**src/inc/sdebc_pkg.sv**
```systemverilog
/*
  Package for the strap decoder and start-up configuration loader:
  strap levels, address arithmetic, SMBus master timing and states.
  Assumes a 200 MHz system clock.
*/
package sdebc_pkg;

  // ----------------------------------------------------------------
  // strap levels
  // ----------------------------------------------------------------
  typedef enum logic [1:0] {
    SDEBC_L0 = 2'h0,
    SDEBC_L1 = 2'h1,
    SDEBC_L2 = 2'h2,
    SDEBC_L3 = 2'h3
  } sdebc_level_t;

  localparam int unsigned SDEBC_NUM_STRAPS = 6;
  localparam int unsigned SDEBC_STRAP_BITS = 2;

  // ----------------------------------------------------------------
  // addresses
  // ----------------------------------------------------------------
  localparam logic [6:0] SDEBC_SLAVE_BASE  = 7'h18;
  localparam logic [7:0] SDEBC_EEPROM_ADDR = 8'hA0;
  localparam logic [7:0] SDEBC_SWING_OFS   = 8'h00;
  localparam logic [7:0] SDEBC_GAIN_OFS    = 8'h01;
  localparam logic [7:0] SDEBC_SWING_RST   = 8'h00;
  localparam logic [7:0] SDEBC_GAIN_RST    = 8'h00;

  // ----------------------------------------------------------------
  // timing
  // ----------------------------------------------------------------
  localparam int unsigned SDEBC_CLK_MHZ     = 200;
  localparam int unsigned SDEBC_SCL_KHZ     = 400;
  // quarter period of SCL in system cycles, rounded up so the bus is never fast
  localparam int unsigned SDEBC_QTR_CYCLES  =
    (SDEBC_CLK_MHZ * 1000 + 4 * SDEBC_SCL_KHZ - 1) / (4 * SDEBC_SCL_KHZ);
  localparam int unsigned SDEBC_QTR_W       = 8;
  localparam logic [SDEBC_QTR_W-1:0] SDEBC_QTR_LAST = SDEBC_QTR_W'(SDEBC_QTR_CYCLES - 1);

  // ----------------------------------------------------------------
  // loader states
  // ----------------------------------------------------------------
  typedef enum logic [6:0] {
    SDEBC_ST_IDLE  = 7'h01,
    SDEBC_ST_WAIT  = 7'h02,
    SDEBC_ST_START = 7'h04,
    SDEBC_ST_BYTE  = 7'h08,
    SDEBC_ST_STOP  = 7'h10,
    SDEBC_ST_DONE  = 7'h20,
    SDEBC_ST_FAIL  = 7'h40
  } sdebc_state_t;

endpackage : sdebc_pkg

```
**src/hw/sdebc_loader.sv**
```systemverilog
/*
  Strap decoder and start-up configuration loader.
  Latches six four-level straps after reset, derives mode and slave
  address, and in master mode reads swing and gain from an EEPROM.
  Assumes straps arrive already resolved as two-bit level codes, and
  SCL/SDA open-drain with external pull-ups.
*/
`timescale 1ns/1ps
module sdebc_loader (
  input  wire logic                           sys_clk_in,
  input  wire logic                           srst_in,
  input  wire sdebc_pkg::sdebc_level_t        smbus_mode_strap_in,
  input  wire sdebc_pkg::sdebc_level_t        eq_addr_strap_low_in,
  input  wire sdebc_pkg::sdebc_level_t        eq_addr_strap_high_in,
  input  wire sdebc_pkg::sdebc_level_t        receiver_detect_strap_in,
  input  wire sdebc_pkg::sdebc_level_t        output_swing_strap_in,
  input  wire sdebc_pkg::sdebc_level_t        gain_strap_in,
  input  wire logic                           eeprom_load_request_n_in,
  input  wire logic                           scl_in,
  input  wire logic                           sda_in,
  output logic                                scl_out,
  output logic                                scl_oe_out,
  output logic                                sda_out,
  output logic                                sda_oe_out,
  output logic                                load_complete_n_out,
  output logic                                load_error_out,
  output logic                                master_mode_out,
  output logic                                smbus_master_active_out,
  output logic [6:0]                          slave_addr_out,
  output logic [7:0]                          slave_wr_addr_out,
  output logic                                rx_detect_en_out,
  output logic [7:0]                          swing_cfg_out,
  output logic [7:0]                          gain_cfg_out
);
  import sdebc_pkg::*;

  // ----------------------------------------------------------------
  // input synchronisers
  // ----------------------------------------------------------------
  localparam int unsigned SW = SDEBC_NUM_STRAPS * SDEBC_STRAP_BITS;
  logic [SW-1:0] straps_s;
  logic [2:0]    pins_s;
  sdebc_sync #(.WIDTH(SW)) u_strap_sync (
    .sys_clk_in (sys_clk_in),
    .srst_in    (srst_in),
    .async_in   ({smbus_mode_strap_in, eq_addr_strap_low_in, eq_addr_strap_high_in,
                  receiver_detect_strap_in, output_swing_strap_in, gain_strap_in}),
    .rst_val_in ({SW{1'b0}}),
    .sync_out   (straps_s)
  );
  sdebc_sync #(.WIDTH(3)) u_pin_sync (
    .sys_clk_in (sys_clk_in),
    .srst_in    (srst_in),
    .async_in   ({eeprom_load_request_n_in, scl_in, sda_in}),
    .rst_val_in (3'h7),
    .sync_out   (pins_s)
  );
  wire logic req_n_s = pins_s[2];
  wire logic scl_s   = pins_s[1];
  wire logic sda_s   = pins_s[0];

  // ----------------------------------------------------------------
  // strap latch
  // ----------------------------------------------------------------
  logic [SW-1:0] lat_r,  lat_nxt;
  logic [1:0]    lcnt_r, lcnt_nxt;
  logic          latched_r, latched_nxt;

  always_comb begin
    lat_nxt     = lat_r;
    lcnt_nxt    = lcnt_r;
    latched_nxt = latched_r;
    if (!latched_r) begin
      // wait out the synchroniser depth before capture
      if (lcnt_r == 2'h3) begin
        lat_nxt     = straps_s;
        latched_nxt = 1'b1;
      end else begin
        lcnt_nxt = lcnt_r + 2'h1;
      end
    end
  end
  always_ff @(posedge sys_clk_in) begin
    if (srst_in) begin
      lat_r     <= '0;
      lcnt_r    <= 2'h0;
      latched_r <= 1'b0;
    end else begin
      lat_r     <= lat_nxt;
      lcnt_r    <= lcnt_nxt;
      latched_r <= latched_nxt;
    end
  end

  logic [1:0] lv_mode, lv_lo, lv_hi, lv_rxd, lv_swing, lv_gain;
  assign {lv_mode, lv_lo, lv_hi, lv_rxd, lv_swing, lv_gain} = lat_r;

  wire logic       master_sel = latched_r && (lv_mode == SDEBC_L1);
  wire logic [6:0] addr7      = SDEBC_SLAVE_BASE + {3'h0, lv_hi, 2'h0} + {5'h00, lv_lo};

  // ----------------------------------------------------------------
  // SMBus master: random read of two bytes
  // ----------------------------------------------------------------
  sdebc_state_t st_r, st_nxt;
  logic [SDEBC_QTR_W-1:0] qcnt_r, qcnt_nxt;
  logic [1:0] ph_r,   ph_nxt;     // quarter phase within SCL bit
  logic [3:0] bit_r,  bit_nxt;    // 0..7 data, 8 ack
  logic [2:0] byte_r, byte_nxt;   // 0 addr-w, 1 offset, 2 addr-r, 3 data0, 4 data1
  logic [7:0] sh_r,   sh_nxt;
  logic       scl_r,  scl_nxt;
  logic       sda_r,  sda_nxt;    // 1 = release
  logic [7:0] swing_r, swing_nxt;
  logic [7:0] gain_r,  gain_nxt;
  logic       done_n_r, done_n_nxt;
  logic       err_r,    err_nxt;

  function automatic logic [7:0] tx_byte(input logic [2:0] b);
    case (b)
      3'h0:    tx_byte = SDEBC_EEPROM_ADDR;
      3'h1:    tx_byte = SDEBC_SWING_OFS;
      3'h2:    tx_byte = SDEBC_EEPROM_ADDR | 8'h01;
      default: tx_byte = 8'hFF;
    endcase
  endfunction : tx_byte

  wire logic tick = (qcnt_r == SDEBC_QTR_LAST);

  always_comb begin
    st_nxt     = st_r;
    qcnt_nxt   = tick ? '0 : qcnt_r + 1'b1;
    ph_nxt     = ph_r;
    bit_nxt    = bit_r;
    byte_nxt   = byte_r;
    sh_nxt     = sh_r;
    scl_nxt    = scl_r;
    sda_nxt    = sda_r;
    swing_nxt  = swing_r;
    gain_nxt   = gain_r;
    done_n_nxt = done_n_r;
    err_nxt    = err_r;
    case (st_r)
      SDEBC_ST_IDLE: begin
        if (latched_r) begin
          st_nxt = master_sel ? SDEBC_ST_WAIT : SDEBC_ST_DONE;
          if (!master_sel) begin
            swing_nxt = {6'h00, lv_swing};
            gain_nxt  = {6'h00, lv_gain};
          end
        end
      end
      SDEBC_ST_WAIT: begin
        if (!req_n_s) begin
          st_nxt   = SDEBC_ST_START;
          ph_nxt   = 2'h0;
          qcnt_nxt = '0;
          byte_nxt = 3'h0;
        end
      end
      SDEBC_ST_START: begin
        // phases: release SDA, release SCL, SDA low, SCL low; keeps SCL low a half bit on restart
        if (tick) begin
          ph_nxt = ph_r + 2'h1;
          case (ph_r)
            2'h0:    sda_nxt = 1'b1;
            2'h1:    scl_nxt = 1'b1;
            2'h2:    sda_nxt = 1'b0;
            default: begin
              scl_nxt = 1'b0;
              st_nxt  = SDEBC_ST_BYTE;
              bit_nxt = 4'h0;
              sh_nxt  = tx_byte(byte_r);
            end
          endcase
        end
      end
      SDEBC_ST_BYTE: begin
        if (tick) begin
          ph_nxt = ph_r + 2'h1;
          case (ph_r)
            2'h0: begin
              if (bit_r == 4'h8)
                sda_nxt = !(byte_r == 3'h3); // master ack first data, nack last
              else
                sda_nxt = (byte_r >= 3'h3) ? 1'b1 : sh_r[7];
            end
            2'h1: scl_nxt = 1'b1;
            2'h2: begin
              if (scl_s) begin
                if (bit_r == 4'h8) begin
                  if (byte_r < 3'h3 && sda_s) err_nxt = 1'b1; // no acknowledge: stop once SCL is low
                end else begin
                  sh_nxt = {sh_r[6:0], sda_s};
                end
              end else begin
                ph_nxt = ph_r; // clock stretching
              end
            end
            default: begin
              scl_nxt = 1'b0;
              if (bit_r != 4'h8) begin
                bit_nxt = bit_r + 4'h1;
              end else if (err_r) begin
                st_nxt = SDEBC_ST_STOP;
              end else begin
                bit_nxt  = 4'h0;
                if (byte_r == 3'h3) swing_nxt = sh_r;
                if (byte_r == 3'h4) gain_nxt  = sh_r;
                byte_nxt = byte_r + 3'h1;
                sh_nxt   = tx_byte(byte_r + 3'h1);
                if (byte_r == 3'h1) st_nxt = SDEBC_ST_START;
                else if (byte_r == 3'h4) st_nxt = SDEBC_ST_STOP;
              end
            end
          endcase
        end
      end
      SDEBC_ST_STOP: begin
        if (tick) begin
          ph_nxt = ph_r + 2'h1;
          case (ph_r)
            2'h0:    sda_nxt = 1'b0;
            2'h1:    scl_nxt = 1'b1;
            2'h2:    sda_nxt = 1'b1;
            default: st_nxt  = err_r ? SDEBC_ST_FAIL : SDEBC_ST_DONE;
          endcase
        end
      end
      SDEBC_ST_DONE: begin
        done_n_nxt = !master_sel;
      end
      SDEBC_ST_FAIL: begin
        done_n_nxt = 1'b1;
      end
      default: st_nxt = SDEBC_ST_IDLE;
    endcase
  end
  always_ff @(posedge sys_clk_in) begin
    if (srst_in) begin
      st_r     <= SDEBC_ST_IDLE;
      qcnt_r   <= '0;
      ph_r     <= 2'h0;
      bit_r    <= 4'h0;
      byte_r   <= 3'h0;
      sh_r     <= 8'h00;
      scl_r    <= 1'b1;
      sda_r    <= 1'b1;
      swing_r  <= SDEBC_SWING_RST;
      gain_r   <= SDEBC_GAIN_RST;
      done_n_r <= 1'b1;
      err_r    <= 1'b0;
    end else begin
      st_r     <= st_nxt;
      qcnt_r   <= qcnt_nxt;
      ph_r     <= ph_nxt;
      bit_r    <= bit_nxt;
      byte_r   <= byte_nxt;
      sh_r     <= sh_nxt;
      scl_r    <= scl_nxt;
      sda_r    <= sda_nxt;
      swing_r  <= swing_nxt;
      gain_r   <= gain_nxt;
      done_n_r <= done_n_nxt;
      err_r    <= err_nxt;
    end
  end

  // ----------------------------------------------------------------
  // outputs
  // ----------------------------------------------------------------
  wire logic active = (st_r == SDEBC_ST_START) || (st_r == SDEBC_ST_BYTE) || (st_r == SDEBC_ST_STOP);

  assign scl_out                 = 1'b0;
  assign sda_out                 = 1'b0;
  assign scl_oe_out              = active && !scl_r;
  assign sda_oe_out              = active && !sda_r;
  assign load_complete_n_out     = done_n_r;
  assign load_error_out          = err_r;
  assign master_mode_out         = master_sel;
  assign smbus_master_active_out = active;
  assign slave_addr_out          = addr7;
  assign slave_wr_addr_out       = {addr7, 1'b0};
  assign rx_detect_en_out        = latched_r && (lv_rxd == SDEBC_L2);
  assign swing_cfg_out           = swing_r;
  assign gain_cfg_out            = gain_r;

endmodule : sdebc_loader

```
**src/hw/sdebc_sync.sv**
```systemverilog
/*
  Two-flip-flop synchroniser for a WIDTH-bit asynchronous input.
  Assumes the input is unrelated to sys_clk_in.
*/
`timescale 1ns/1ps
module sdebc_sync #(
  parameter int unsigned WIDTH = 1
) (
  input  wire logic             sys_clk_in,
  input  wire logic             srst_in,
  input  wire logic [WIDTH-1:0] async_in,
  input  wire logic [WIDTH-1:0] rst_val_in,
  output logic      [WIDTH-1:0] sync_out
);

  logic [WIDTH-1:0] meta_r;
  logic [WIDTH-1:0] meta_nxt;
  logic [WIDTH-1:0] sync_r;
  logic [WIDTH-1:0] sync_nxt;

  always_comb begin
    meta_nxt = async_in;
    sync_nxt = meta_r;
  end

  always_ff @(posedge sys_clk_in) begin
    meta_r <= meta_nxt;
    sync_r <= sync_nxt;
  end

  assign sync_out = srst_in ? rst_val_in : sync_r;

endmodule : sdebc_sync

```
**config.mk**
```make
export PLATFORM = sky130hd
export DESIGN_NAME = sdebc_loader
export DESIGN_NICKNAME = d
export VERILOG_FILES = /design/src/inc/sdebc_pkg.sv /design/src/hw/sdebc_loader.sv /design/src/hw/sdebc_sync.sv
export SDC_FILE = /design/constraint.sdc
export NUM_CORES = 1
export LEC_CHECK = 0
export BUFFER_PORTS_ARGS = -buffer_cell sky130_fd_sc_hd__buf_2
export CAP_MARGIN = 20
export CORE_MARGIN = 2
export CORE_UTILIZATION = 57
export CTS_CLUSTER_SIZE = 12
export DETAILED_ROUTE_END_ITERATION = 16
export HOLD_SLACK_MARGIN = 0.02
export PLACE_DENSITY = 0.81
export SYNTH_ARGS = -nofsm -noshare
export SYNTH_HDL_FRONTEND = slang
export SYNTH_SLANG_ARGS = --single-unit
```
**constraint.sdc**
```tcl
create_clock -name sys_clk_in -period 2.3 [get_ports sys_clk_in]
set_input_delay 0 -clock sys_clk_in [delete_from_list [all_inputs] [get_ports sys_clk_in]]
set_output_delay 0 -clock sys_clk_in [all_outputs]
set_load 0.01 [all_outputs]
```
# Yosys cells after proc, flatten, opt, wreduce, memory -nomap -nowiden

Cells that the tools add are included.

$add $sub $neg: 7
Order comparisons: 2
Equal/unequal tests: 48
Multiplexer cells: 82
Bitwise operators: 3
Reductions and logical operators: 39

Operators by type and width:

| kind                                                            | count |
|---|---|
| 8-bit two-way mux                                               | 24 |
| 7-bit two-way mux                                               | 13 |
| 8-bit case mux with 2 select lines                              | 4 |
| 8-bit case mux with 3 select lines                              | 2 |
| 7-bit case mux with 6 select lines                              | 1 |
| 2-bit != test, second input constant                            | 15 |
| 4-bit two-way mux                                               | 6 |
| 3-bit two-way mux                                               | 6 |
| 6-bit AND reduction                                             | 3 |
| 8-bit AND reduction                                             | 2 |
| 1-bit two-way mux                                               | 11 |
| 11-bit AND reduction                                            | 1 |
| 2-bit two-way mux                                               | 5 |
| 1-bit case mux with 2 select lines                              | 5 |
| 5-bit AND reduction                                             | 2 |
| 2-bit nonzero test                                              | 5 |
| 2-bit OR reduction                                              | 5 |
| 3-bit by 2-bit == test with 1-bit output, second input constant | 3 |
| 3-bit != test, second input constant                            | 3 |
| 9-bit AND reduction                                             | 1 |
| 8-bit by 1-bit adder with 8-bit output, second input constant   | 1 |
| 8-bit by 7-bit == test with 1-bit output, second input constant | 1 |
| 2-bit by 1-bit != test with 1-bit output, second input constant | 4 |
| 4-bit != test, second input constant                            | 2 |
| 36 further kinds                                                | 56 |

Bits in registers: 97
Input bits: 17
Output and inout bits: 40
Logic and storage cells: 200

# Logic depth before layout (Yosys ltp)

Gate-level depths: netlist of run 1.

Depth after elaboration: 8
Mapped depth: 8
Mapped depth without buffers: 7

# By module

A second synthesis of run 1 with hierarchy kept.

Cell total of the unflattened synthesis: 455
Area total of the unflattened synthesis: 4,290.4 um2

Modules (own cells, without submodules):

| module                    | instances | cells an instance | area each (um2) | sequential area each (um2) |
|---|---|---|---|---|
| sdebc_loader              | 1         | 409               | 3,472.1         | 1,341.3 |
| sdebc_sync (u_strap_sync) | 1         | 37                | 664.4           | 480.5 |
| sdebc_sync (u_pin_sync)   | 1         | 9                 | 153.9           | 120.1 |

# Worst setup path before layout of run 1

No wires, ideal clock.

Path type: flip-flop to flip-flop
From: register st_r[4]
To: register swing_r[2], in the netlist swing_cfg_out[2]
Setup time: 0.116 ns
Arrival: 1.806 ns
Data required time: 2.184 ns
Setup slack: 0.378 ns
Stages on the path, launching flop included: 9
Buffers on the path: 3
Period minus slack after synthesis: 1.922 ns
Path through: dfxtp_1 buf_6 or3_1 buf_6 nor3_4 nand2_2 or2_1 buf_2 a31o_2

Longest elaborated chain between the ends: 3
Elaborated cells between the ends (all ways): 12
Those cells by class: eq/ne (9); mux (1); reduce/logical (2)

RTL lines:

| what                                                                                                        | RTL line            | text |
|---|---|---|
| start: declaration                                                                                          | sdebc_loader.sv:104 | `sdebc_state_t st_r, st_nxt;` |
| start signal: assignment                                                                                    | sdebc_loader.sv:252 | `st_r <= st_nxt;` |
| 7-bit by 4-bit == test with 1-bit output / 7-bit by 1-bit == test with 1-bit output (equally long branches) | sdebc_loader.sv:141 | `case (st_r)` |
| 2-bit != test (no line) / 2-bit nonzero test (equally long branches)                                        | n/a                 |  |
| 8-bit AND reduction (no line)                                                                               | n/a                 |  |
| end signal: assignment                                                                                      | sdebc_loader.sv:260 | `swing_r <= swing_nxt;` |
| end: declaration                                                                                            | sdebc_loader.sv:112 | `logic [7:0] swing_r, swing_nxt;` |

Several ways; a longest one is shown, not always the timed one.
A chain may end at the register's enable or synchronous reset.

# Final worst setup path of run 1

From: register st_r[5]
To: register st_r[3]

Longest elaborated chain between the ends: 4
Elaborated cells between the ends (all ways): 21
Those cells by class: eq/ne (17); mux (1); bitwise (1); reduce/logical (2)

RTL lines:

| what |
|---|
| branches (longest 4 deep; another with 11-bit AND reduction) |

Parallel ways; which one is timed is not known.

==> results.md, run 1 <==
* RSZ-0062 raised after global routing: false
* Total clock buffers created by CTS at 9
* Final count of negative-setup-slack endpoints at 0
* Total DRC errors in the routed layout at 0
* Chip Height at 91.5 um
* Total iterations of the first detailed-routing run at 5
* Largest net degree at the start of global routing at 30
* Final RePlAce weighted congestion at 1.00
* Area of the mapped netlist at 4370 sq um
* Synthesized-area fraction occupied by xor and xnor cells at 2.21%
* Number of antenna-violating nets in the routed design at 0
* Vias in the first global route at 3713
* VDD IR-drop max at 631 uV
* Number of warnings reported in the yosys synthesis log at 0
* Avg Synthesized Cell Area at 9.00 sq um
* Proportion of layout cells with a drive suffix above 1 at 22.9%
* Global routing usage summed across all routing layers at 25.4%
* Category of the most critical setup path: flop to flop
* Initial DRC count at 296
* Max-slew violation count at 0
* Net total in the final layout at 586
* Delay of the slowest cell on the worst path at 0.46 ns
* H-tree depth at 3
* DP Area at 4710 sq um
* CTS tree: built
* Post-route clock period utilization at 96.2%
* Die ar. at 8380 sq um
* Detailed-route wire length per cell at 15.8 um
* Worst EP arrival at 2.52 ns
* Synth Register Bits at 97
* Proportion of synthesized area in mux cells at 0.258%
* Compound-cell area share of the yosys netlist at 19.3%
* Element type at the critical path start: flop
* Max_cap viols at 0
* Final period demand of the worst path at 2.21 ns
* Simple logic cell fraction of the synthesized area at 21.1%
* HP Class: input port to flop
* Post-synthesis to final-layout area growth at 16.3%
* Main combinational cell family by area after synthesis: simple AND/OR/NAND/NOR gates
* Max Freq at 0.452 GHz
* Category of the worst setup path capture point: flop
* I/O pin cnt at 57
* Overflow after GRT at 0
* Width of the die at 91.5 um
* Cell area after layout at 5080 sq um
* Async SR Flop Fraction at 0%
* Area share of fa/ha/maj cells after synthesis at 4.58%
* Setup clock skew after layout at 0.0138 ns
* Deepest clock path buffer count at 2
* Result of the run: completed
* Cells traversed along the worst timing path: nor3_1 -> nand2_1 -> buf_4 -> o221a_2 -> a211oi_1 -> a41o_1
* Effective utilization at floorplan at 59.6%
* Dominant register cell in the synthesized netlist: sky130_fd_sc_hd__dfxtp_1
* Clock edge transition at the registers on the reported setup and hold paths at 0.10 ns
* Remaining max-slew budget at the tightest pin at 48.2%
* Sink Count at 97
* Total inserted antenna cells at 0
* Clock latency on the worst-skew pair at 0.37 ns
* Cell leakage power at 2.04 nW
* Most frequent standard cell in the layout excluding fill and tap cells: sky130_fd_sc_hd__dfxtp_1
* Mapped Cells at 485
* Unique cell type count in the Yosys netlist at 65
* First-pass GRT wire length at 17200 um
* Number of buffer and inverter stages on the critical path at 1
* Power density of the placed cells at 728 nW/um^2
* Total length of routed wires at 10400 um
* Largest fanout on the critical path at 7
* Cell Count Post-Placement at 625
* Data required time at the worst endpoint at 2.61 ns
* Seq/Total Area, Yosys at 44.5%
* Number of endpoints with negative hold slack in the final report at 0
* Setup total negative slack at 0 ns
* Post CTS Setup Buffer Count at 0
* Most used cells in the layout excluding fill and tap cells: sky130_fd_sc_hd__dfxtp_1, sky130_fd_sc_hd__buf_2, sky130_fd_sc_hd__nand2_1
* Transition time of the tightest slew-check pin at 0.775 ns
* Rows at 31
* Number of synthesized flops with an enable pin at 0
* Number of antenna violations at the first check in global routing at 0
* Dominant delay contributor by cell family on the critical path: simple AND/OR/NAND/NOR gates
* Routed vias/inst at 5.84
* Total half-perimeter wirelength after legalization and detailed placement at 7370 um
* Clock root buffer: sky130_fd_sc_hd__clkbuf_8
* Cell type of the slowest stage on the worst timing path: sky130_fd_sc_hd__nor3_1
* Core Footprint at 7330 sq um
* Post-Layout Cell Count at 657
* Port bufs at 51
* Vias after detailed routing at 3837
cell usage after synthesis, drive strengths merged (3+ instances only):
library cell   n  area, sq um
dfxtp         97         1940
and2           3         18.8
a21o           3         22.5
nor4b          3         32.5
nor4           7         43.8
or2            4         25.0
xor2           9         78.8
a31o          10         87.6
o22ai          5         31.3
a21oi         42          214
nand2         48          183
o21ai         16         80.1
nand3         22          110
nand2b         5         31.3
or4            3         22.5
a211oi         8         60.1
and3b          3         26.3
nand4          5         31.3
or3            5         36.3
and3           3         18.8
nor3          21          133
a311oi         8         70.1
clkbuf        13         48.8
ha            16          200
inv           19         71.3
o31ai          5         42.5
nand3b         3         22.5
buf           31          228
nor2          30          113
a31oi          7         50.1
cell type report:
cell class,count,area [sq um]
fillers,592,2250
well taps,99,124
clock inverters,7,76.3
repair buffers,97,641
flip-flops and latches,97,1940
inverters,19,71.3
multi-input cells,329,2100
clock buffers,9,124
worst reg2reg max path, stage by stage (launching register included):
cell and delay, ns:
sky130_fd_sc_hd__dfxtp_1 0.37, sky130_fd_sc_hd__nor3_1 0.46, sky130_fd_sc_hd__nand2_1 0.31, sky130_fd_sc_hd__buf_4 0.24
sky130_fd_sc_hd__o221a_2 0.32, sky130_fd_sc_hd__a211oi_1 0.30, sky130_fd_sc_hd__a41o_1 0.16
per-stage QoR:
stage                     worst slack [ns]  hold WS (ns)  utilization (%)  power, mW
final                               0.0881         0.254             69.3       3.70
after floorplan                      0.378        0.0277                -       2.43
after CTS                            0.131         0.239             69.2       3.70
after global routing               0.00237         0.252             69.3       3.86
after global placement               0.142         0.102             64.2       2.57
after detailed placement             0.178         0.104             64.2       2.58
per-layer routing:
layer	up-vias	GRT usage (%)	share of wire [%]
met5	-	0	0
met4	0	12.9	3.1
met3	35	5.48	5.8
met2	144	44.5	50
met1	1789	29.0	41
li1	1869	-	-
flip-flops by register name, indices dropped and copies added, names as in the netlist, 2 cells and up:
name                 flops
swing_cfg_out            8
gain_cfg_out             8
qcnt_r                   8
lcnt_r                   2
bit_r                    4
ph_r                     2
u_pin_sync.sync_r        3
sh_r                     8
st_r                     7
u_strap_sync.sync_r     12
u_pin_sync.meta_r        3
lat_r                   12
u_strap_sync.meta_r     12
byte_r                   3
final timing paths:
path	cells past startpoint	slack [ns]	from	to
worst max-delay path	6	0.09	st_r[5]$_SDFFE_PP0P_	st_r[3]$_SDFFE_PP0P_
worst max register to register	6	0.09	st_r[5]$_SDFFE_PP0P_	st_r[3]$_SDFFE_PP0P_
worst min-delay path	2	0.25	gain_strap_in[0]	u_strap_sync.meta_r[0]$_DFF_P_
worst min register to register	0	0.34	u_pin_sync.meta_r[2]$_DFF_P_	u_pin_sync.sync_r[2]$_DFF_P_
report_power, final:
part	internal (mW)	leakage, nW	switching (mW)	total [mW]
Sequential	1.77	0.795	0.0774	1.85
Clock	0.436	0.103	0.675	1.11
Combinational	0.290	1.15	0.444	0.735
Total	2.50	2.04	1.20	3.70
timing repair:
item | in CTS | in global routing
hold buffers | 16 | 0
setup endpoints to repair | 0 | 2
resized for setup | 0 | 3
endpoints found under the hold margin | 17 | 0
kinds of logic (layout without fill, tap and decap cells):
logic type,after synthesis,count (layout)
simple gates,173,173
buf+inv,63,132
compound gates,123,123
xor+xnor,11,11
fa+ha+maj,16,16
flops,97,97
mux,1,1
other cells,1,5
(Power assumes the default switching activity.)
==> inputs of run 2 (changes only) <==
==> constraint.sdc (replaced) <==
create_clock -name sys_clk_in -period 2.3 [get_ports sys_clk_in]
set_input_delay 0.345 -clock sys_clk_in [delete_from_list [all_inputs] [get_ports sys_clk_in]]
set_output_delay 0.345 -clock sys_clk_in [all_outputs]
set_load 0.01 [all_outputs]
==> run 2 against run 1 <==
Against the previous run: sequential share of layout area grew 1.1 points; register-to-register slack is essentially flat; die area is the same; clock power shrank 6%; utilization shrank 1.9 points; fmax grew 0.36%; hold slack lost 0.19 ns; wire length shrank 2.3%.
==> results.md, run 2 (synthesis gave the netlist of run 1 again) <==
* Final count of negative-setup-slack endpoints at 0 (unchanged)
* Number of antenna-violating nets in the routed design at 0 (unchanged)
* Clock edge transition at the registers on the reported setup and hold paths at 0.10 ns (about the same)
* I/O pin cnt at 57 (unchanged)
* Total half-perimeter wirelength after legalization and detailed placement at 7340 um (was 7370 um)
* Cell type of the slowest stage on the worst timing path: sky130_fd_sc_hd__nor3_2 (was sky130_fd_sc_hd__nor3_1)
* Post-route clock period utilization at 95.8% (was 96.2%)
* Power density of the placed cells at 731 nW/um^2 (was 728 nW/um^2)
* Setup clock skew after layout at 0.00969 ns (was 0.0138 ns)
* Dominant delay contributor by cell family on the critical path: simple AND/OR/NAND/NOR gates (unchanged)
* Proportion of layout cells with a drive suffix above 1 at 24.3% (was 22.9%)
* HP Class: input port to flop (unchanged)
* CTS tree: built (unchanged)
* Total DRC errors in the routed layout at 0 (unchanged)
* Vias after detailed routing at 3749 (was 3837)
* Transition time of the tightest slew-check pin at 0.775 ns (about the same)
* Largest fanout on the critical path at 6 (was 7)
* Initial DRC count at 225 (was 296)
* Clock latency on the worst-skew pair at 0.37 ns (about the same)
* Remaining max-slew budget at the tightest pin at 48.2% (about the same)
* Deepest clock path buffer count at 2 (unchanged)
* Total clock buffers created by CTS at 9 (unchanged)
* H-tree depth at 3 (unchanged)
* DP Area at 4730 sq um (was 4710 sq um)
* Net total in the final layout at 571 (was 586)
* Delay of the slowest cell on the worst path at 0.47 ns (was 0.46 ns)
* Vias in the first global route at 3570 (was 3713)
* Die ar. at 8380 sq um (unchanged)
* Cell area after layout at 4940 sq um (was 5080 sq um)
* Registers with the most flip-flops: lat_r: 12 flops, u_strap_sync.meta_r: 12 flops, u_strap_sync.sync_r: 12 flops (unchanged)
* Final period demand of the worst path at 2.20 ns (was 2.21 ns)
* Effective utilization at floorplan at 59.6% (unchanged)
* Number of antenna violations at the first check in global routing at 0 (unchanged)
* Number of endpoints with negative hold slack in the final report at 0 (unchanged)
* Sink Count at 97 (unchanged)
* Max-slew violation count at 0 (unchanged)
* Result of the run: completed (unchanged)
* VDD IR-drop max at 667 uV (was 631 uV)
* Max Freq at 0.454 GHz (was 0.452 GHz)
* Chip Height at 91.5 um (unchanged)
* Width of the die at 91.5 um (unchanged)
* Element type at the critical path start: flop (unchanged)
* Cell leakage power at 1.98 nW (was 2.04 nW)
* Clock root buffer: sky130_fd_sc_hd__clkbuf_8 (unchanged)
* Post-layout power at 3.61 mW (was 3.70 mW)
* Register-to-register setup slack at 0.1 ns (was 0.09 ns)
* First-pass GRT wire length at 16600 um (was 17200 um)
* Number of buffer and inverter stages on the critical path at 1 (unchanged)
* Rows at 31 (unchanged)
* Category of the most critical setup path: flop to flop (unchanged)
* Post-synthesis to final-layout area growth at 13.2% (was 16.3%)
* Detailed-route wire length per cell at 15.8 um (about the same)
* Total iterations of the first detailed-routing run at 7 (was 5)
* Total length of routed wires at 10100 um (was 10400 um)
* Core Footprint at 7330 sq um (unchanged)
* Port bufs at 51 (unchanged)
* Routed vias/inst at 5.84 (about the same)
* Cells traversed along the worst timing path: ha_1 -> inv_1 -> nor3_2 -> o211ai_1 -> or2_2 -> a21oi_1 (was nor3_1 -> nand2_1 -> buf_4 -> o221a_2 -> a211oi_1 -> a41o_1)
* Max_cap viols at 0 (unchanged)
* Most frequent standard cell in the layout excluding fill and tap cells: sky130_fd_sc_hd__dfxtp_1 (unchanged)
* Data required time at the worst endpoint at 2.59 ns (was 2.61 ns)
* Global routing usage summed across all routing layers at 24.5% (was 25.4%)
* Final RePlAce weighted congestion at 0.983 (was 1.00)
* Largest net degree at the start of global routing at 28 (was 30)
* Total inserted antenna cells at 0 (unchanged)
* Overflow after GRT at 0 (unchanged)
* Most used cells in the layout excluding fill and tap cells: sky130_fd_sc_hd__dfxtp_1, sky130_fd_sc_hd__buf_2, sky130_fd_sc_hd__nand2_1 (unchanged)
* Category of the worst setup path capture point: flop (unchanged)
* Worst EP arrival at 2.50 ns (was 2.52 ns)
-- run 2: path summary, 6_finish.rpt --
kind                            cells after the start                           start                             end
worst max-delay path                                6            ph_r[0]$_SDFFE_PP0P_           bit_r[1]$_SDFFE_PP0P_
worst min register to register                      0  u_strap_sync.meta_r[2]$_DFF_P_  u_strap_sync.sync_r[2]$_DFF_P_
worst max register to register                      6            ph_r[0]$_SDFFE_PP0P_           bit_r[1]$_SDFFE_PP0P_
worst min-delay path                                1        eq_addr_strap_high_in[0]  u_strap_sync.meta_r[6]$_DFF_P_
-- run 2: metal layers --
| layer | vias up | part of all wire (%) | global-route usage [%] | wire (um) |
|---|---|---|---|---|
| met5 | - | 0 | 0 | 0 |
| met4 | 0 | 2.1 | 11.0 | 217 |
| met3 | 23 | 4.7 | 4.15 | 477 |
| met2 | 121 | 50 | 42.4 | 5080 |
| met1 | 1775 | 43 | 29.7 | 4350 |
| li1 | 1830 | - | - | - |
-- run 2: final cells by class --
type / instances / area, sq um
timing repair buffer: 82 / 500
clock inverter: 7 / 62.6
multi-input combinational: 329 / 2120
inverter: 19 / 71.3
fill: 568 / 2390
sequential: 97 / 1940
clock buffer: 9 / 124
tap: 99 / 124
-- run 2: metrics by stage --
step           utilization, %  setup TNS (ns)  instances  hold WS [ns]  worst slack, ns
3_3_place_gp             64.5               0        626         0.310            0.221
3_5_place_dp             64.5               0        626         0.313            0.189
6_report                 67.4               0        642        0.0654           0.0960
5_1_grt                  67.4         -0.0176        642        0.0543          -0.0176
2_1_floorplan               -               0        489         0.310            0.378
4_1_cts                  67.1               0        642        0.0562           0.0388
-- run 2: where the power goes --
part | switching, mW | internal [mW]
registers | 0.0753 | 1.77
logic | 0.442 | 0.285
clock network | 0.625 | 0.413
total | 1.14 | 2.47
-- run 2: repair_timing --
action / 4_1_cts / 5_1_grt
setup endpoints to repair: 1 / 5
setup buffers: 0 / 0
pin swaps: 0 / 0
hold buffers: 0 / 0
gates resized for setup: 2 / 5
==> inputs of run 3 (changes only) <==
- ABC_AREA: not set -> 1
- CORE_UTILIZATION: 57 -> 60
- CTS_BUF_LIST: not set -> sky130_fd_sc_hd__clkbuf_8
- PLACE_DENSITY: 0.81 -> 0.84
==> run 3 against run 2 <==
Against the previous run: first-iteration DRC count is 52% higher; global-route usage is 0.97 points lower; fmax rose by 4.9%; via count is 5.5% higher; non-clock buffer count down 23; largest power group unchanged; hold slack got worse by 0.00091 ns; largest cell class unchanged; sequential power up 12%.
==> results.md, run 3 <==
* Total DRC errors in the routed layout at 0 (unchanged)
* Share of Yosys cell area claimed by the top area cell type at 42.1% (was 44.5%)
* Vias after detailed routing at 3956 (was 3749)
* Total length of routed wires at 9490 um (was 10100 um)
* Worst slack at placement at 0.369 ns (was 0.189 ns)
* Net total in the final layout at 704 (was 571)
* Unique cell type count in the Yosys netlist at 35 (was 65)
* Cell depth of the worst flop-to-flop path at 12 (was 6)
* Avg Synthesized Cell Area at 7.34 sq um (was 9.00 sq um)
* Fraction of power consumed by the clock network at 21.0% (was 28.7%)
* Sequential power share at 39.5% (was 51.2%)
* Worst-case hold slack at 0.0645 ns (was 0.0654 ns)
* Final period demand of the worst path at 2.10 ns (was 2.20 ns)
* Largest cells by area after synthesis: sky130_fd_sc_hd__dfxtp_1, sky130_fd_sc_hd__nor2_1, sky130_fd_sc_hd__nand2_1 (was sky130_fd_sc_hd__dfxtp_1, sky130_fd_sc_hd__a21oi_1, sky130_fd_sc_hd__ha_1)
* Max_cap viols at 0 (unchanged)
* Final RePlAce weighted congestion at 0.987 (was 0.983)
* Element type at the critical path start: flop (unchanged)
* Cell-internal power at 3.11 mW (was 2.47 mW)
* Sink Count at 97 (unchanged)
* Category of the most critical setup path: flop to output pin (was flop to flop)
* RSZ-0062 raised after global routing: false
* Total half-perimeter wirelength after legalization and detailed placement at 6700 um (was 7340 um)
* Setup slack of the critical path after layout at 0.199 ns (was 0.0960 ns)
* Max-slew violation count at 0 (unchanged)
* Total inserted antenna cells at 0 (unchanged)
* Data required time at the worst endpoint at 1.96 ns (was 2.59 ns)
* Routed vias/inst at 5.10 (was 5.84)
* Core Footprint at 7330 sq um (unchanged)
* Global routing usage summed across all routing layers at 23.6% (was 24.5%)
* Number of stages on the worst hold path at 1 (unchanged)
* Most frequent standard cell in the layout excluding fill and tap cells: sky130_fd_sc_hd__nor2_1 (was sky130_fd_sc_hd__dfxtp_1)
* Rows at 31 (unchanged)
* Chip Height at 91.7 um (was 91.5 um)
* VDD IR-drop max at 570 uV (was 667 uV)
* Clock latency on the worst-skew pair at 0.37 ns (about the same)
* Category of the worst setup path capture point: output pin (was flop)
* Registers with the most flip-flops: lat_r: 12 flops, u_strap_sync.meta_r: 12 flops, u_strap_sync.sync_r: 12 flops (unchanged)
* Overflow after GRT at 0 (unchanged)
* Initial DRC count at 341 (was 225)
* Switch share at 40.8% (was 31.6%)
* First-pass GRT wire length at 16100 um (was 16600 um)
* Post-cts gate resize count at 0 (was 2)
* Most used cells in the layout excluding fill and tap cells: sky130_fd_sc_hd__nor2_1, sky130_fd_sc_hd__nand2_1, sky130_fd_sc_hd__dfxtp_1 (was sky130_fd_sc_hd__dfxtp_1, sky130_fd_sc_hd__buf_2, sky130_fd_sc_hd__nand2_1)
* Post-synthesis to final-layout area growth at 9.66% (was 13.2%)
* Largest fanout on the critical path at 9 (was 6)
* Number of endpoints with negative hold slack in the final report at 0 (unchanged)
* Combinational Power Share at 39.5% (was 20.1%)
* Dominant register cell in the synthesized netlist: sky130_fd_sc_hd__dfxtp_1 (unchanged)
* Number of synthesized flops with an enable pin at 0 (unchanged)
* Total clock buffers created by CTS at 9 (unchanged)
* Width of the die at 91.7 um (was 91.5 um)
* Seq/Total Area, Yosys at 42.1% (was 44.5%)
* Transition time of the tightest slew-check pin at 0.583 ns (was 0.775 ns)
* CTS tree: built (unchanged)
* Vias in the first global route at 3633 (was 3570)
* Async SR Flop Fraction at 0% (unchanged)
* Synth Register Bits at 97 (unchanged)
* H-tree depth at 3 (unchanged)
* Setup clock skew after layout at 0.0110 ns (was 0.00969 ns)
* Mapped Cells at 628 (was 485)
* Remaining max-slew budget at the tightest pin at 61.0% (was 48.2%)
* Number of warnings reported in the yosys synthesis log at 0 (unchanged)
* Worst EP arrival at 1.76 ns (was 2.50 ns)
* Cell leakage power at 2.48 nW (was 1.98 nW)
* Final count of negative-setup-slack endpoints at 0 (unchanged)
* Deepest clock path buffer count at 2 (unchanged)
* Total iterations of the first detailed-routing run at 5 (was 7)
* I/O pin cnt at 57 (unchanged)
* Filler cells at 601 (was 568)
* Area of the mapped netlist at 4610 sq um (was 4370 sq um)
* Post-route clock period utilization at 91.4% (was 95.8%)
* Detailed-route wire length per cell at 12.2 um (was 15.8 um)
* Number of antenna-violating nets in the routed design at 0 (unchanged)
* HP Class: input port to flop (unchanged)
* Die ar. at 8400 sq um (was 8380 sq um)
* Cell accounting for the most synthesized area: sky130_fd_sc_hd__dfxtp_1 (unchanged)
* Port bufs at 51 (unchanged)
* Largest net degree at the start of global routing at 53 (was 28)
* List of most frequent post-synthesis cells: sky130_fd_sc_hd__nor2_1, sky130_fd_sc_hd__nand2_1, sky130_fd_sc_hd__dfxtp_1, sky130_fd_sc_hd__inv_1, sky130_fd_sc_hd__nand3_1 (was sky130_fd_sc_hd__dfxtp_1, sky130_fd_sc_hd__nand2_1, sky130_fd_sc_hd__a21oi_1, sky130_fd_sc_hd__nor2_1, sky130_fd_sc_hd__nand3_1)
* Result of the run: completed (unchanged)
* Library cell with the highest instance count after synthesis: sky130_fd_sc_hd__nor2_1 (was sky130_fd_sc_hd__dfxtp_1)
* Number of antenna violations at the first check in global routing at 0 (unchanged)
* Max Freq at 0.476 GHz (was 0.454 GHz)
* Proportion of layout cells with a drive suffix above 1 at 17.9% (was 24.3%)
* Clock root buffer: sky130_fd_sc_hd__clkbuf_8 (unchanged)
* Switching component of the power at 2.14 mW (was 1.14 mW)
* Power density of the placed cells at 1040 nW/um^2 (was 731 nW/um^2)
* Effective utilization at floorplan at 62.9% (was 59.6%)
* Clock edge transition at the registers on the reported setup and hold paths at 0.11 ns (was 0.10 ns)
* Core Util, Final at 69.0% (was 67.4%)
* Cts-stage hold buffer count at 0 (unchanged)
* Setup total negative slack at 0 ns (unchanged)
-- run 3: changes by cell type after synthesis, sizes merged, moves of 9 or more --
cell   change
nand2     +99
nor2     +119
nor3      -20
a31o      -10
o21ai     +13
a21oi     -18
buf        -9
nand3     +21
inv       +39
-- run 3: what timing repair did --
action | in CTS | in global routing
setup endpoints to repair | 0 | 3
setup buffers | 0 | 4
endpoints found under the hold margin | 0 | 0
-- run 3: power by group through the flow --
stage	clock network [mW]	registers [mW]	logic [mW]
floorplan	0	2.11	1.64
global placement	0	2.10	1.91
detailed placement	0	2.11	1.97
CTS	1.12	2.07	2.00
global route	1.20	2.11	2.33
finish	1.10	2.07	2.07
-- run 3: final cells by class --
| cell class | count | area [sq um] | share of cell area [%] |
|---|---|---|---|
| flip-flops and latches | 97 | 1940 | 38.4 |
| inverters | 59 | 221 | 4.38 |
| multi-input cells | 445 | 2250 | 44.5 |
| repair buffers | 59 | 315 | 6.24 |
| well taps | 99 | 124 | 2.45 |
| clock inverters | 7 | 78.8 | 1.56 |
| clock buffers | 9 | 124 | 2.45 |
-- run 3: worst paths after layout --
path,start,endpoint,slack [ns]
max,st_r[5]$_SDFFE_PP0P_,scl_oe_out,0.20
min,eq_addr_strap_high_in[0],u_strap_sync.meta_r[6]$_DFF_P_,0.06
max reg2reg,qcnt_r[0]$_SDFF_PP0_,gain_cfg_out[6]$_SDFFE_PP0P_,0.28
min reg2reg,u_strap_sync.meta_r[0]$_DFF_P_,u_strap_sync.sync_r[0]$_DFF_P_,0.33
-- run 3: logic make-up (layout without fill, tap and decap cells) --
group,after synthesis,count (layout),share of synthesized area [%]
and+or+nand+nor,361,361,36.3
DFF,97,97,42.1
buffers and inverters,90,134,9.39
AOI/OAI and AO/OA,57,57,6.65
adders and majority gates,16,16,4.34
xor gates and xnor gates,6,6,1.14
other,1,5,0.0813
-- run 3: per-layer routing --
metal  track usage (%)  part of all wire (%)  vias to the layer above  wire length (um)
met2              39.5                    48                      130              4580
met1              29.1                    44                     1767              4220
li1                  -                     -                     2029                 -
met5                 0                     0                        -                 0
met3              4.77                   4.8                       30               460
met4              10.7                   2.5                        0               240
-- run 3: stage by stage --
| stage | cells | area [sq um] | power (mW) |
|---|---|---|---|
| after CTS | 771 | 5030 | 5.20 |
| after floorplan | 632 | 4630 | 3.75 |
| after detailed placement | 755 | 4820 | 4.08 |
| final | 775 | 5060 | 5.25 |
| after global placement | 755 | 4820 | 4.01 |
| after global routing | 775 | 5060 | 5.63 |
-- run 3: critical path: stages (launching register included) --
cell and delay, ns:
sky130_fd_sc_hd__dfxtp_1 0.36, sky130_fd_sc_hd__inv_2 0.07, sky130_fd_sc_hd__nand2_2 0.07, sky130_fd_sc_hd__nor2_4 0.22, sky130_fd_sc_hd__nand2_2 0.22, sky130_fd_sc_hd__nand3_2 0.22
sky130_fd_sc_hd__nand2_1 0.07, sky130_fd_sc_hd__inv_1 0.05, sky130_fd_sc_hd__buf_2 0.12
